$ cat src/core/ccst_defines.vh
`ifndef CCST_DEFINES_VH
`define CCST_DEFINES_VH

// status word location in special-function space, bit-addressable
`define CCST_PSW_ADDR      8'hd0
`define CCST_PSW_RESET     8'h00

// status word field positions
`define CCST_BIT_CARRY     3'd7
`define CCST_BIT_NIBBLE    3'd6
`define CCST_BIT_USER_A    3'd5
`define CCST_BIT_BANK_HI   3'd4
`define CCST_BIT_BANK_LO   3'd3
`define CCST_BIT_OVERFLOW  3'd2
`define CCST_BIT_USER_B    3'd1
`define CCST_BIT_PARITY    3'd0

// register banks: four banks of eight bytes
`define CCST_BANK_COUNT    4
`define CCST_BANK_BYTES    8
`define CCST_BANK_AW       5

// arithmetic operation codes; all but CCST_OP_NONE touch the flags
`define CCST_OP_NONE       3'h0
`define CCST_OP_ADD        3'h1
`define CCST_OP_ADDC       3'h2
`define CCST_OP_SUBB       3'h3
`define CCST_OP_MUL        3'h4
`define CCST_OP_DIV        3'h5

// timing and instruction-set figures
`define CCST_CLK_MAX_MHZ   48
`define CCST_PEAK_MIPS     48
`define CCST_ISA_COUNT     109
`define CCST_MAX_CYCLES    4'h8

`endif

$ cat src/core/ccst_bank_ram.v
`timescale 1ns/100ps
`default_nettype none

// small synchronous ram holding the working register banks
module ccst_bank_ram #(
  parameter AW = 5,
  parameter DW = 8
) (
  input  wire          core_clk_in,
  input  wire          wr_en_in,
  input  wire [AW-1:0] addr_in,
  input  wire [DW-1:0] wdata_in,
  output reg  [DW-1:0] rdata_out
);

  reg [DW-1:0] mem_q [0:(1<<AW)-1];

  // registered read gives the old word on a same-address write; contents are not reset
  always @(posedge core_clk_in) begin
    if (wr_en_in) begin
      mem_q[addr_in] <= wdata_in;
    end
    rdata_out <= mem_q[addr_in];
  end

endmodule // ccst_bank_ram

`default_nettype wire

$ cat src/core/ccst_core.v
// Behaviour
// - one-cycle instructions retire every clock
// - each instruction has fixed cycle count
// - flag effects follow standard core architecture
// - timing counted in plain clock cycles
// - default cycles equal instruction byte count
// - untaken branch finishes one cycle sooner
// - breakpoints, start, stop, single step
// - halted debugger reads/writes registers
// - debug uses no application-visible resources
// - bank select picks one of four banks
// - status word at 0xd0, bit-addressable
`timescale 1ns/100ps
`default_nettype none
`include "ccst_defines.vh"

module ccst_core #(
  parameter CW = 4
) (
  input  wire        core_clk_in,
  input  wire        reset_in,
  // special-function register access
  input  wire [7:0]  sfr_addr_in,
  input  wire        sfr_wr_in,
  input  wire        sfr_bit_wr_in,
  input  wire        sfr_bit_val_in,
  input  wire [7:0]  sfr_wdata_in,
  input  wire        sfr_rd_in,
  output reg  [7:0]  sfr_rdata_out,
  // arithmetic unit
  input  wire        alu_go_in,
  input  wire [2:0]  alu_op_in,
  input  wire [7:0]  alu_a_in,
  input  wire [7:0]  alu_b_in,
  input  wire [7:0]  acc_in,
  output reg  [7:0]  alu_result_out,
  output reg  [7:0]  alu_result_hi_out,
  // register bank access from the core
  input  wire        reg_wr_in,
  input  wire        reg_rd_in,
  input  wire [2:0]  reg_idx_in,
  input  wire [7:0]  reg_wdata_in,
  output wire [7:0]  reg_rdata_out,
  output reg         reg_rvalid_out,
  // instruction timing
  input  wire        instr_start_in,
  input  wire [15:0] instr_pc_in,
  input  wire [2:0]  instr_bytes_in,
  input  wire [CW-1:0] instr_cycles_in,
  input  wire        instr_branch_in,
  input  wire        branch_taken_in,
  output wire        instr_ready_out,
  output wire        instr_done_out,
  // debug control
  input  wire        dbg_halt_req_in,
  input  wire        dbg_run_req_in,
  input  wire        dbg_step_req_in,
  input  wire        bkpt_en_in,
  input  wire [15:0] bkpt_addr_in,
  input  wire        dbg_wr_in,
  input  wire        dbg_rd_in,
  input  wire [4:0]  dbg_addr_in,
  input  wire [7:0]  dbg_wdata_in,
  output wire [7:0]  dbg_rdata_out,
  output reg         dbg_rvalid_out,
  output wire        dbg_halted_out,
  output wire [1:0]  reg_bank_select_out
);

  localparam ST_RUN  = 2'd0;
  localparam ST_EXEC = 2'd1;
  localparam ST_HALT = 2'd2;

  //////////////////////////////////////////////////////////////////////////////
  // functions
  // 8-bit add with carry-in; returns {carry7, carry3, signed overflow, sum}
  function [10:0] add8;
    input [7:0] a;
    input [7:0] b;
    input       cin;
    reg   [8:0] full;
    reg   [4:0] low;
    begin
      full  = {1'b0, a} + {1'b0, b} + {8'h00, cin};
      low   = {1'b0, a[3:0]} + {1'b0, b[3:0]} + {4'h0, cin};
      add8  = {full[8], low[4], (a[7] == b[7]) && (full[7] != a[7]), full[7:0]};
    end
  endfunction

  //////////////////////////////////////////////////////////////////////////////
  // status word storage
  reg       carry_flag_q;
  reg       nibble_carry_flag_q;
  reg       overflow_flag_q;
  reg       user_flag_a_q;
  reg       user_flag_b_q;
  reg [1:0] reg_bank_select_q;
  reg       parity_q;
  wire       psw_sel   = (sfr_addr_in == `CCST_PSW_ADDR);
  wire       psw_bit   = ((sfr_addr_in >> 3) == (`CCST_PSW_ADDR >> 3));
  wire [7:0] psw_rd    = {carry_flag_q, nibble_carry_flag_q, user_flag_a_q,
                          reg_bank_select_q, overflow_flag_q, user_flag_b_q, parity_q};
  wire [2:0] bit_pos   = sfr_addr_in[2:0];

  // software view of the status word after this cycle's write
  reg [7:0] sw_psw;
  always @* begin
    sw_psw = psw_rd;
    if (sfr_wr_in && psw_sel) begin
      sw_psw = sfr_wdata_in;
    end else if (sfr_bit_wr_in && psw_bit) begin
      sw_psw[bit_pos] = sfr_bit_val_in;
    end
  end

  //////////////////////////////////////////////////////////////////////////////
  // arithmetic flag datapath
  wire [10:0] add_res  = add8(alu_a_in, alu_b_in,
                              (alu_op_in == `CCST_OP_ADDC) ? carry_flag_q : 1'b0);
  wire [10:0] sub_res  = add8(alu_a_in, ~alu_b_in, ~carry_flag_q);
  wire [15:0] product  = {8'h00, alu_a_in} * {8'h00, alu_b_in};
  wire        div_zero = (alu_b_in == 8'h00);
  reg [7:0] res_lo;
  reg [7:0] res_hi;
  reg       nx_carry;
  reg       nx_nibble;
  reg       nx_ovf;
  reg       hit_carry;
  reg       hit_nibble;

  // flag results per operation; a borrow is the inverted carry of a + ~b
  always @* begin
    res_lo     = alu_result_out;
    res_hi     = alu_result_hi_out;
    nx_carry   = sw_psw[`CCST_BIT_CARRY];
    nx_nibble  = sw_psw[`CCST_BIT_NIBBLE];
    nx_ovf     = sw_psw[`CCST_BIT_OVERFLOW];
    hit_carry  = 1'b0;
    hit_nibble = 1'b0;
    if (alu_go_in) begin
      case (alu_op_in)
        `CCST_OP_ADD, `CCST_OP_ADDC: begin
          res_lo     = add_res[7:0];
          nx_carry   = add_res[10];
          nx_nibble  = add_res[9];
          nx_ovf     = add_res[8];
          hit_carry  = 1'b1;
          hit_nibble = 1'b1;
        end
        `CCST_OP_SUBB: begin
          res_lo     = sub_res[7:0];
          nx_carry   = ~sub_res[10];
          nx_nibble  = ~sub_res[9];
          nx_ovf     = sub_res[8];
          hit_carry  = 1'b1;
          hit_nibble = 1'b1;
        end
        `CCST_OP_MUL: begin
          res_lo    = product[7:0];
          res_hi    = product[15:8];
          nx_carry  = 1'b0;
          nx_ovf    = (product[15:8] != 8'h00);
          hit_carry = 1'b1;
        end
        `CCST_OP_DIV: begin
          // quotient and remainder left unchanged on a zero divisor
          if (!div_zero) begin
            res_lo = alu_a_in / alu_b_in;
            res_hi = alu_a_in % alu_b_in;
          end
          nx_carry  = 1'b0;
          nx_ovf    = div_zero;
          hit_carry = 1'b1;
        end
        default: res_lo = alu_result_out;
      endcase
    end
  end

  // status word registers; hardware flag update wins over a same-cycle write
  always @(posedge core_clk_in or posedge reset_in) begin
    if (reset_in) begin
      carry_flag_q        <= 1'b0;
      nibble_carry_flag_q <= 1'b0;
      overflow_flag_q     <= 1'b0;
      user_flag_a_q       <= 1'b0;
      user_flag_b_q       <= 1'b0;
      reg_bank_select_q   <= 2'b00;
      parity_q            <= 1'b0;
      alu_result_out      <= 8'h00;
      alu_result_hi_out   <= 8'h00;
    end else begin
      carry_flag_q        <= hit_carry ? nx_carry : sw_psw[`CCST_BIT_CARRY];
      nibble_carry_flag_q <= hit_nibble ? nx_nibble : sw_psw[`CCST_BIT_NIBBLE];
      overflow_flag_q     <= nx_ovf;
      user_flag_a_q       <= sw_psw[`CCST_BIT_USER_A];
      user_flag_b_q       <= sw_psw[`CCST_BIT_USER_B];
      reg_bank_select_q   <= sw_psw[`CCST_BIT_BANK_HI:`CCST_BIT_BANK_LO];
      parity_q            <= ^acc_in;
      alu_result_out      <= res_lo;
      alu_result_hi_out   <= res_hi;
    end
  end

  // registered read port; unmapped addresses read zero
  always @(posedge core_clk_in or posedge reset_in) begin
    if (reset_in) begin
      sfr_rdata_out <= `CCST_PSW_RESET;
    end else if (sfr_rd_in) begin
      sfr_rdata_out <= psw_sel ? psw_rd : 8'h00;
    end
  end

  assign reg_bank_select_out = reg_bank_select_q;

  //////////////////////////////////////////////////////////////////////////////
  // execution timing and debug control
  reg [1:0]    state_q;
  reg [CW-1:0] cnt_q;
  reg          halt_pend_q;
  reg          step_q;
  reg          skip_bkpt_q;
  // a zero table entry means the pipelined default: one cycle per byte
  wire [CW-1:0] base_cyc = (instr_cycles_in != {CW{1'b0}}) ? instr_cycles_in
                           : {{(CW-3){1'b0}}, instr_bytes_in};
  wire [CW-1:0] eff_cyc  = (instr_branch_in && !branch_taken_in && base_cyc > 1)
                           ? base_cyc - 1'b1 : base_cyc;
  wire bkpt_hit  = bkpt_en_in && (instr_pc_in == bkpt_addr_in) && !skip_bkpt_q;
  wire accept    = (state_q == ST_RUN) && instr_start_in && !bkpt_hit && !halt_pend_q;
  wire one_cyc   = accept && (eff_cyc <= 1);
  wire exec_end  = (state_q == ST_EXEC) && (cnt_q == 1);
  wire stop_now  = halt_pend_q || dbg_halt_req_in || step_q;
  assign instr_ready_out = (state_q == ST_RUN) && !halt_pend_q && !bkpt_hit;
  assign instr_done_out  = one_cyc || exec_end;
  assign dbg_halted_out  = (state_q == ST_HALT);

  // halting only at instruction boundaries keeps interrupt state intact
  always @(posedge core_clk_in or posedge reset_in) begin
    if (reset_in) begin
      state_q     <= ST_RUN;
      cnt_q       <= {CW{1'b0}};
      halt_pend_q <= 1'b0;
      step_q      <= 1'b0;
      skip_bkpt_q <= 1'b0;
    end else begin
      if (dbg_halt_req_in && state_q != ST_HALT) begin
        halt_pend_q <= 1'b1;
      end
      case (state_q)
        ST_RUN: begin
          if (halt_pend_q || (instr_start_in && bkpt_hit)) begin
            state_q     <= ST_HALT;
            halt_pend_q <= 1'b0;
          end else if (accept) begin
            skip_bkpt_q <= 1'b0;
            if (one_cyc) begin
              if (stop_now) begin
                state_q     <= ST_HALT;
                halt_pend_q <= 1'b0;
                step_q      <= 1'b0;
              end
            end else begin
              cnt_q   <= eff_cyc - 1'b1;
              state_q <= ST_EXEC;
            end
          end
        end
        ST_EXEC: begin
          cnt_q <= cnt_q - 1'b1;
          if (exec_end) begin
            if (stop_now) begin
              state_q     <= ST_HALT;
              halt_pend_q <= 1'b0;
              step_q      <= 1'b0;
            end else begin
              state_q <= ST_RUN;
            end
          end
        end
        ST_HALT: begin
          if (dbg_step_req_in) begin
            state_q     <= ST_RUN;
            step_q      <= 1'b1;
            skip_bkpt_q <= 1'b1;
          end else if (dbg_run_req_in) begin
            state_q     <= ST_RUN;
            skip_bkpt_q <= 1'b1;
          end
        end
        default: state_q <= ST_RUN;
      endcase
    end
  end

  //////////////////////////////////////////////////////////////////////////////
  // register banks, shared by core and debugger
  // the debugger owns the port only while halted, so it costs the program nothing
  wire       dbg_own  = (state_q == ST_HALT);
  wire       ram_wr   = dbg_own ? dbg_wr_in : reg_wr_in;
  wire [4:0] ram_addr = dbg_own ? dbg_addr_in
                        : {reg_bank_select_q, reg_idx_in};
  wire [7:0] ram_wd   = dbg_own ? dbg_wdata_in : reg_wdata_in;
  wire [7:0] ram_rd;

  ccst_bank_ram #(
    .AW (`CCST_BANK_AW),
    .DW (8)
  ) u_bank_ram (
    .core_clk_in (core_clk_in),
    .wr_en_in    (ram_wr),
    .addr_in     (ram_addr),
    .wdata_in    (ram_wd),
    .rdata_out   (ram_rd)
  );

  assign reg_rdata_out = ram_rd;
  assign dbg_rdata_out = ram_rd;

  // read-valid strobes one cycle after the read was taken
  always @(posedge core_clk_in or posedge reset_in) begin
    if (reset_in) begin
      reg_rvalid_out <= 1'b0;
      dbg_rvalid_out <= 1'b0;
    end else begin
      reg_rvalid_out <= reg_rd_in && !dbg_own;
      dbg_rvalid_out <= dbg_rd_in && dbg_own;
    end
  end

endmodule // ccst_core

`default_nettype wire

$ cat config.mk
export PLATFORM = sky130hd
export DESIGN_NAME = ccst_core
export DESIGN_NICKNAME = d
export VERILOG_FILES = /design/src/core/ccst_bank_ram.v /design/src/core/ccst_core.v
export VERILOG_INCLUDE_DIRS = /design/src /design/src/core
export SDC_FILE = /design/constraint.sdc
export NUM_CORES = 1
export LEC_CHECK = 0
export BUFFER_PORTS_ARGS = -buffer_cell sky130_fd_sc_hd__buf_2
export CORE_MARGIN = 2
export CORE_UTILIZATION = 61
export DETAILED_ROUTE_END_ITERATION = 16
export HOLD_SLACK_MARGIN = 0.12
export PLACE_DENSITY = 0.82
export RECOVER_POWER = 25
export SLEW_MARGIN = 25
export SYNTH_ARGS = -nofsm -noshare
export SYNTH_HDL_FRONTEND = slang
export SYNTH_SLANG_ARGS = --single-unit
$ cat constraint.sdc
create_clock -name core_clk_in -period 6.4 [get_ports core_clk_in]
set_input_delay 1.28 -clock core_clk_in [delete_from_list [all_inputs] [get_ports core_clk_in]]
set_output_delay 1.28 -clock core_clk_in [all_outputs]
set_load 0.02 [all_outputs]
==> flow_metrics.py <==
metrics = {
    "run_status": {
        "status": "finished with violations",
        "violations": "max-capacitance violations, max-slew violations, negative setup slack",
    },
    "clock_tree": {
        "holdBufCountCts": 0,
        "cts_sinks": 307,
        "h-tree-depth": 1,
        "max-clock-path-buffers": 3,
        "cts_made_buffers": 30,
        "cts_tree": "done",
        "root_buffer": "clkbuf_16",
        "clkTransAtPathRegs_ps": 70,
        "clock_latency_ps": 580,
    },
    "die": {
        "pin_count": 171,
        "die_h_um": 174,
        "die_w_um": 174,
        "core_mm2": 0.0286,
        "fp-row-count": 62,
        "initial_core_util": 0.619,
        "die_area_mm2": 0.0304,
    },
    "sta": {
        "period_minus_slack_ps": 10650,
        "worstMarginPinSlew_ps": 2190,
        "final-max-slew-violation-count": 44,
        "period_share": 1.66,
        "skew_ps": 12.9,
        "fin_ws_ps": -4250,
        "tns_ps": -42480,
        "rsz0062_at_grt": "yes",
        "fmax_mhz": 93.9,
        "hold_viol_final": 0,
        "finalSetupViolCount": 12,
        "relSlewSlack": -0.469,
    },
    "drt": {
        "vias": 14262,
        "vias_per_cell": 6.50,
        "drc": 0,
        "drt_iter0_drc": 1647,
        "drt-pass1-iter-count": 5,
        "routed_wirelength_um": 54100,
        "wl_per_cell_um": 24.7,
        "ant_nets": 0,
    },
    "layout": {
        "ff_latch_area_mm2": 0.00892,
        "nets": 2045,
        "final_util": 0.770,
        "fill_cells": 1684,
        "drive_above_1_share": 0.309,
        "instances_no_fill": 2193,
        "syn2layout_area_growth_pct": 24.4,
        "multi_input_area_mm2": 0.00900,
    },
    "synthesis": {
        "yosysWarnings": 0,
        "syn_avg_cell_area_um2": 12.2,
        "synth_cell_type_count": 81,
        "syn_area_mm2": 0.0177,
        "post-synth-top-area-cell": "edfxtp_1",
        "synth-main-ff-cell": "edfxtp_1",
        "synth_edf_count": 256,
        "yosysSeqAreaShare": 0.503,
        "syn_inst": 1447,
        "yosysTopAreaCellShare": 0.434,
        "netlist_top_cells_area": "edfxtp_1, mux4_2, ha_1",
        "syn_nets": 1709,
        "synthArstFlopShare": 0.140,
        "ys_seq_elements": 307,
    },
    "pwr": {
        "irDropWorstVdd_v": 0.000346,
        "p_leak_nw": 8.66,
        "p_per_area_mw_per_mm2": 326,
    },
    "worst_setup_path": {
        "crit_family": "compound AO/OA/AOI/OAI gates",
        "cp.depth": 45,
        "worstPathRequired_ps": 6870,
        "start_kind": "primary input",
        "arrival_ps": 11120,
        "startpoint": "alu_b_in[2]",
        "cp_slowest_cell": "a2111oi_4",
        "crit_type": "in -> reg",
        "critPathMaxFanout": 6,
        "crit_path_frequent_cell": "ha_4",
        "slowest_delay_ps": 430,
        "reg2reg_from": "state_q[0]",
        "worst_setup_path_end_kind": "register",
        "r2r_cells": 8,
        "worst-path-buf-inv": 4,
    },
    "placed_design": {
        "dp_hpwl_um": 34900,
        "portBuffers": 169,
        "place_inst": 2089,
        "gp_congestion": 0.913,
    },
    "grt": {
        "grt_max_degree": 55,
        "track_usage": 0.342,
        "grt_pass1_vias": 14080,
        "grt_pass1_wl_um": 79400,
        "overflow": 0,
        "antenna_found_initial": 3,
    },
    "hold_path": {
        "holdPathStages": 2,
        "min-delay-start": "parity_q",
        "hold_path.class": "reg -> reg",
    },
    "flow_run": {
        "max_cap_viol_count": 1,
    },
}
[where the power goes]
part | switching [mW] | leakage (nW) | internal (mW) | total (mW)
logic | 1.71 | 5.29 | 1.13 | 2.84
clock network | 0.804 | 0.458 | 0.918 | 1.72
registers | 0.105 | 2.91 | 2.52 | 2.62
total | 2.62 | 8.66 | 4.56 | 7.18
[final cells by class]
cell class              instances  share of cell area
flip-flops and latches        307               0.405
clock buffers                  34              0.0347
clock inverters                22             0.00891
well taps                     384              0.0218
diodes                          2            0.000227
repair buffers                362               0.106
multi-input cells             991               0.408
inverters                      91              0.0157
[worst reg2reg max path, cell delays in order (launching register included)]
cell and delay (ps):
dfrtp_1 500, nand2b_1 590, inv_1 730, mux2i_4 810, buf_4 740, mux4_2 500
a22oi_1 340, and3_1 370, o21ai_0 140
[metrics by stage]
stage	total power, mW	hold slack, ps	setup WS, ps	area (um^2)
after global placement	5.16	446	-4460	20200
after detailed placement	5.23	448	-4630	20200
after CTS	7.04	464	-3820	21600
final	7.18	450	-4250	22000
after floorplan	4.36	426	-4290	18000
after global routing	7.47	501	-4580	22000
[sequential cells by signal, summed over array words and instances, names as in the netlist, 2 cells and up]
name                  count
alu_result_hi_out         8
alu_result_out            8
reg_bank_select_out       2
u_bank_ram.rdata_out      8
u_bank_ram.mem_q        256
sfr_rdata_out             8
cnt_q                     4
state_q                   2
[path summary, 6_finish.rpt]
| kind | to | slack [ps] |
|---|---|---|
| worst max-delay path | alu_result_hi_out[6] | -4250 |
| worst min-delay path | sfr_rdata_out[0] | 450 |
| worst max register to register | u_bank_ram.rdata_out[5] | 1540 |
| worst min register to register | sfr_rdata_out[0] | 450 |
| max in group asynchronous | alu_result_out[3] | 4150 |
| min in group asynchronous | sfr_rdata_out[0] | 1260 |
[kinds of logic after synthesis]
logic type | share of synthesized area
fa+ha+maj | 0.115
simple gates | 0.112
flops | 0.503
buf+inv | 0.0347
xor+xnor | 0.0247
mux | 0.0988
compound gates | 0.112
[cell usage in the layout, fill, tap and decap left out, types with 18 or more instances in the layout]
cell type / synthesis / routed
nor3_1: 35 / 26
nand2_1: 123 / 116
dfrtp_1: 43 / 43
clkbuf_1: 38 / 49
a22oi_1: 33 / 32
a21o_1: 19 / 19
ha_1: 97 / 82
xor2_1: 23 / 23
a21oi_1: 59 / 46
mux4_2: 64 / 64
buf_4: 9 / 182
buf_2: 8 / 119
xnor2_1: 27 / 26
and2_1: 21 / 18
clkbuf_16: 0 / 30
nor2_1: 123 / 117
edfxtp_1: 256 / 256
inv_1: 89 / 87
o21ai_0: 56 / 44
o211ai_1: 18 / 18
fa_1: 41 / 40
[synth_stat cells, types with 5 or more instances]
cell       instances
xnor2_1           27
buf_2              8
a221oi_1           7
nand3_1           14
or2_2              6
dfrtp_1           43
nand2_1          123
mux2_2             7
o22ai_1            5
fa_1              41
a31oi_1           13
and2_1            21
mux2i_1           23
xor2_1            23
nor2_1           123
nor4_1             9
nor3_1            35
a21o_1            19
or3_1             12
inv_1             89
nor3b_1            6
clkbuf_1          38
edfxtp_1         256
nand4_1            6
a211oi_1           8
o211ai_1          18
nor2b_1           15
buf_4              9
and3_1            15
a2111oi_0          6
o21a_1            17
nand2b_1          11
a21oi_1           59
a22oi_1           33
mux4_2            64
dfxtp_1            8
ha_1              97
o21ai_0           56
[layer usage]
metal	track usage	routed length, um
met1	0.454	19500
met5	0	26
met4	0.126	2570
met2	0.559	25600
met3	0.0733	6330
[timing repair]
action                     in CTS  in global routing
gates cloned                    1                  0
setup buffers                  24                 23
resized for setup              47                 71
pin swaps                      40                 61
hold endpoints to repair        0                  0
setup endpoints to repair      12                 12
No activity file was read; power rests on OpenSTA's default activity.
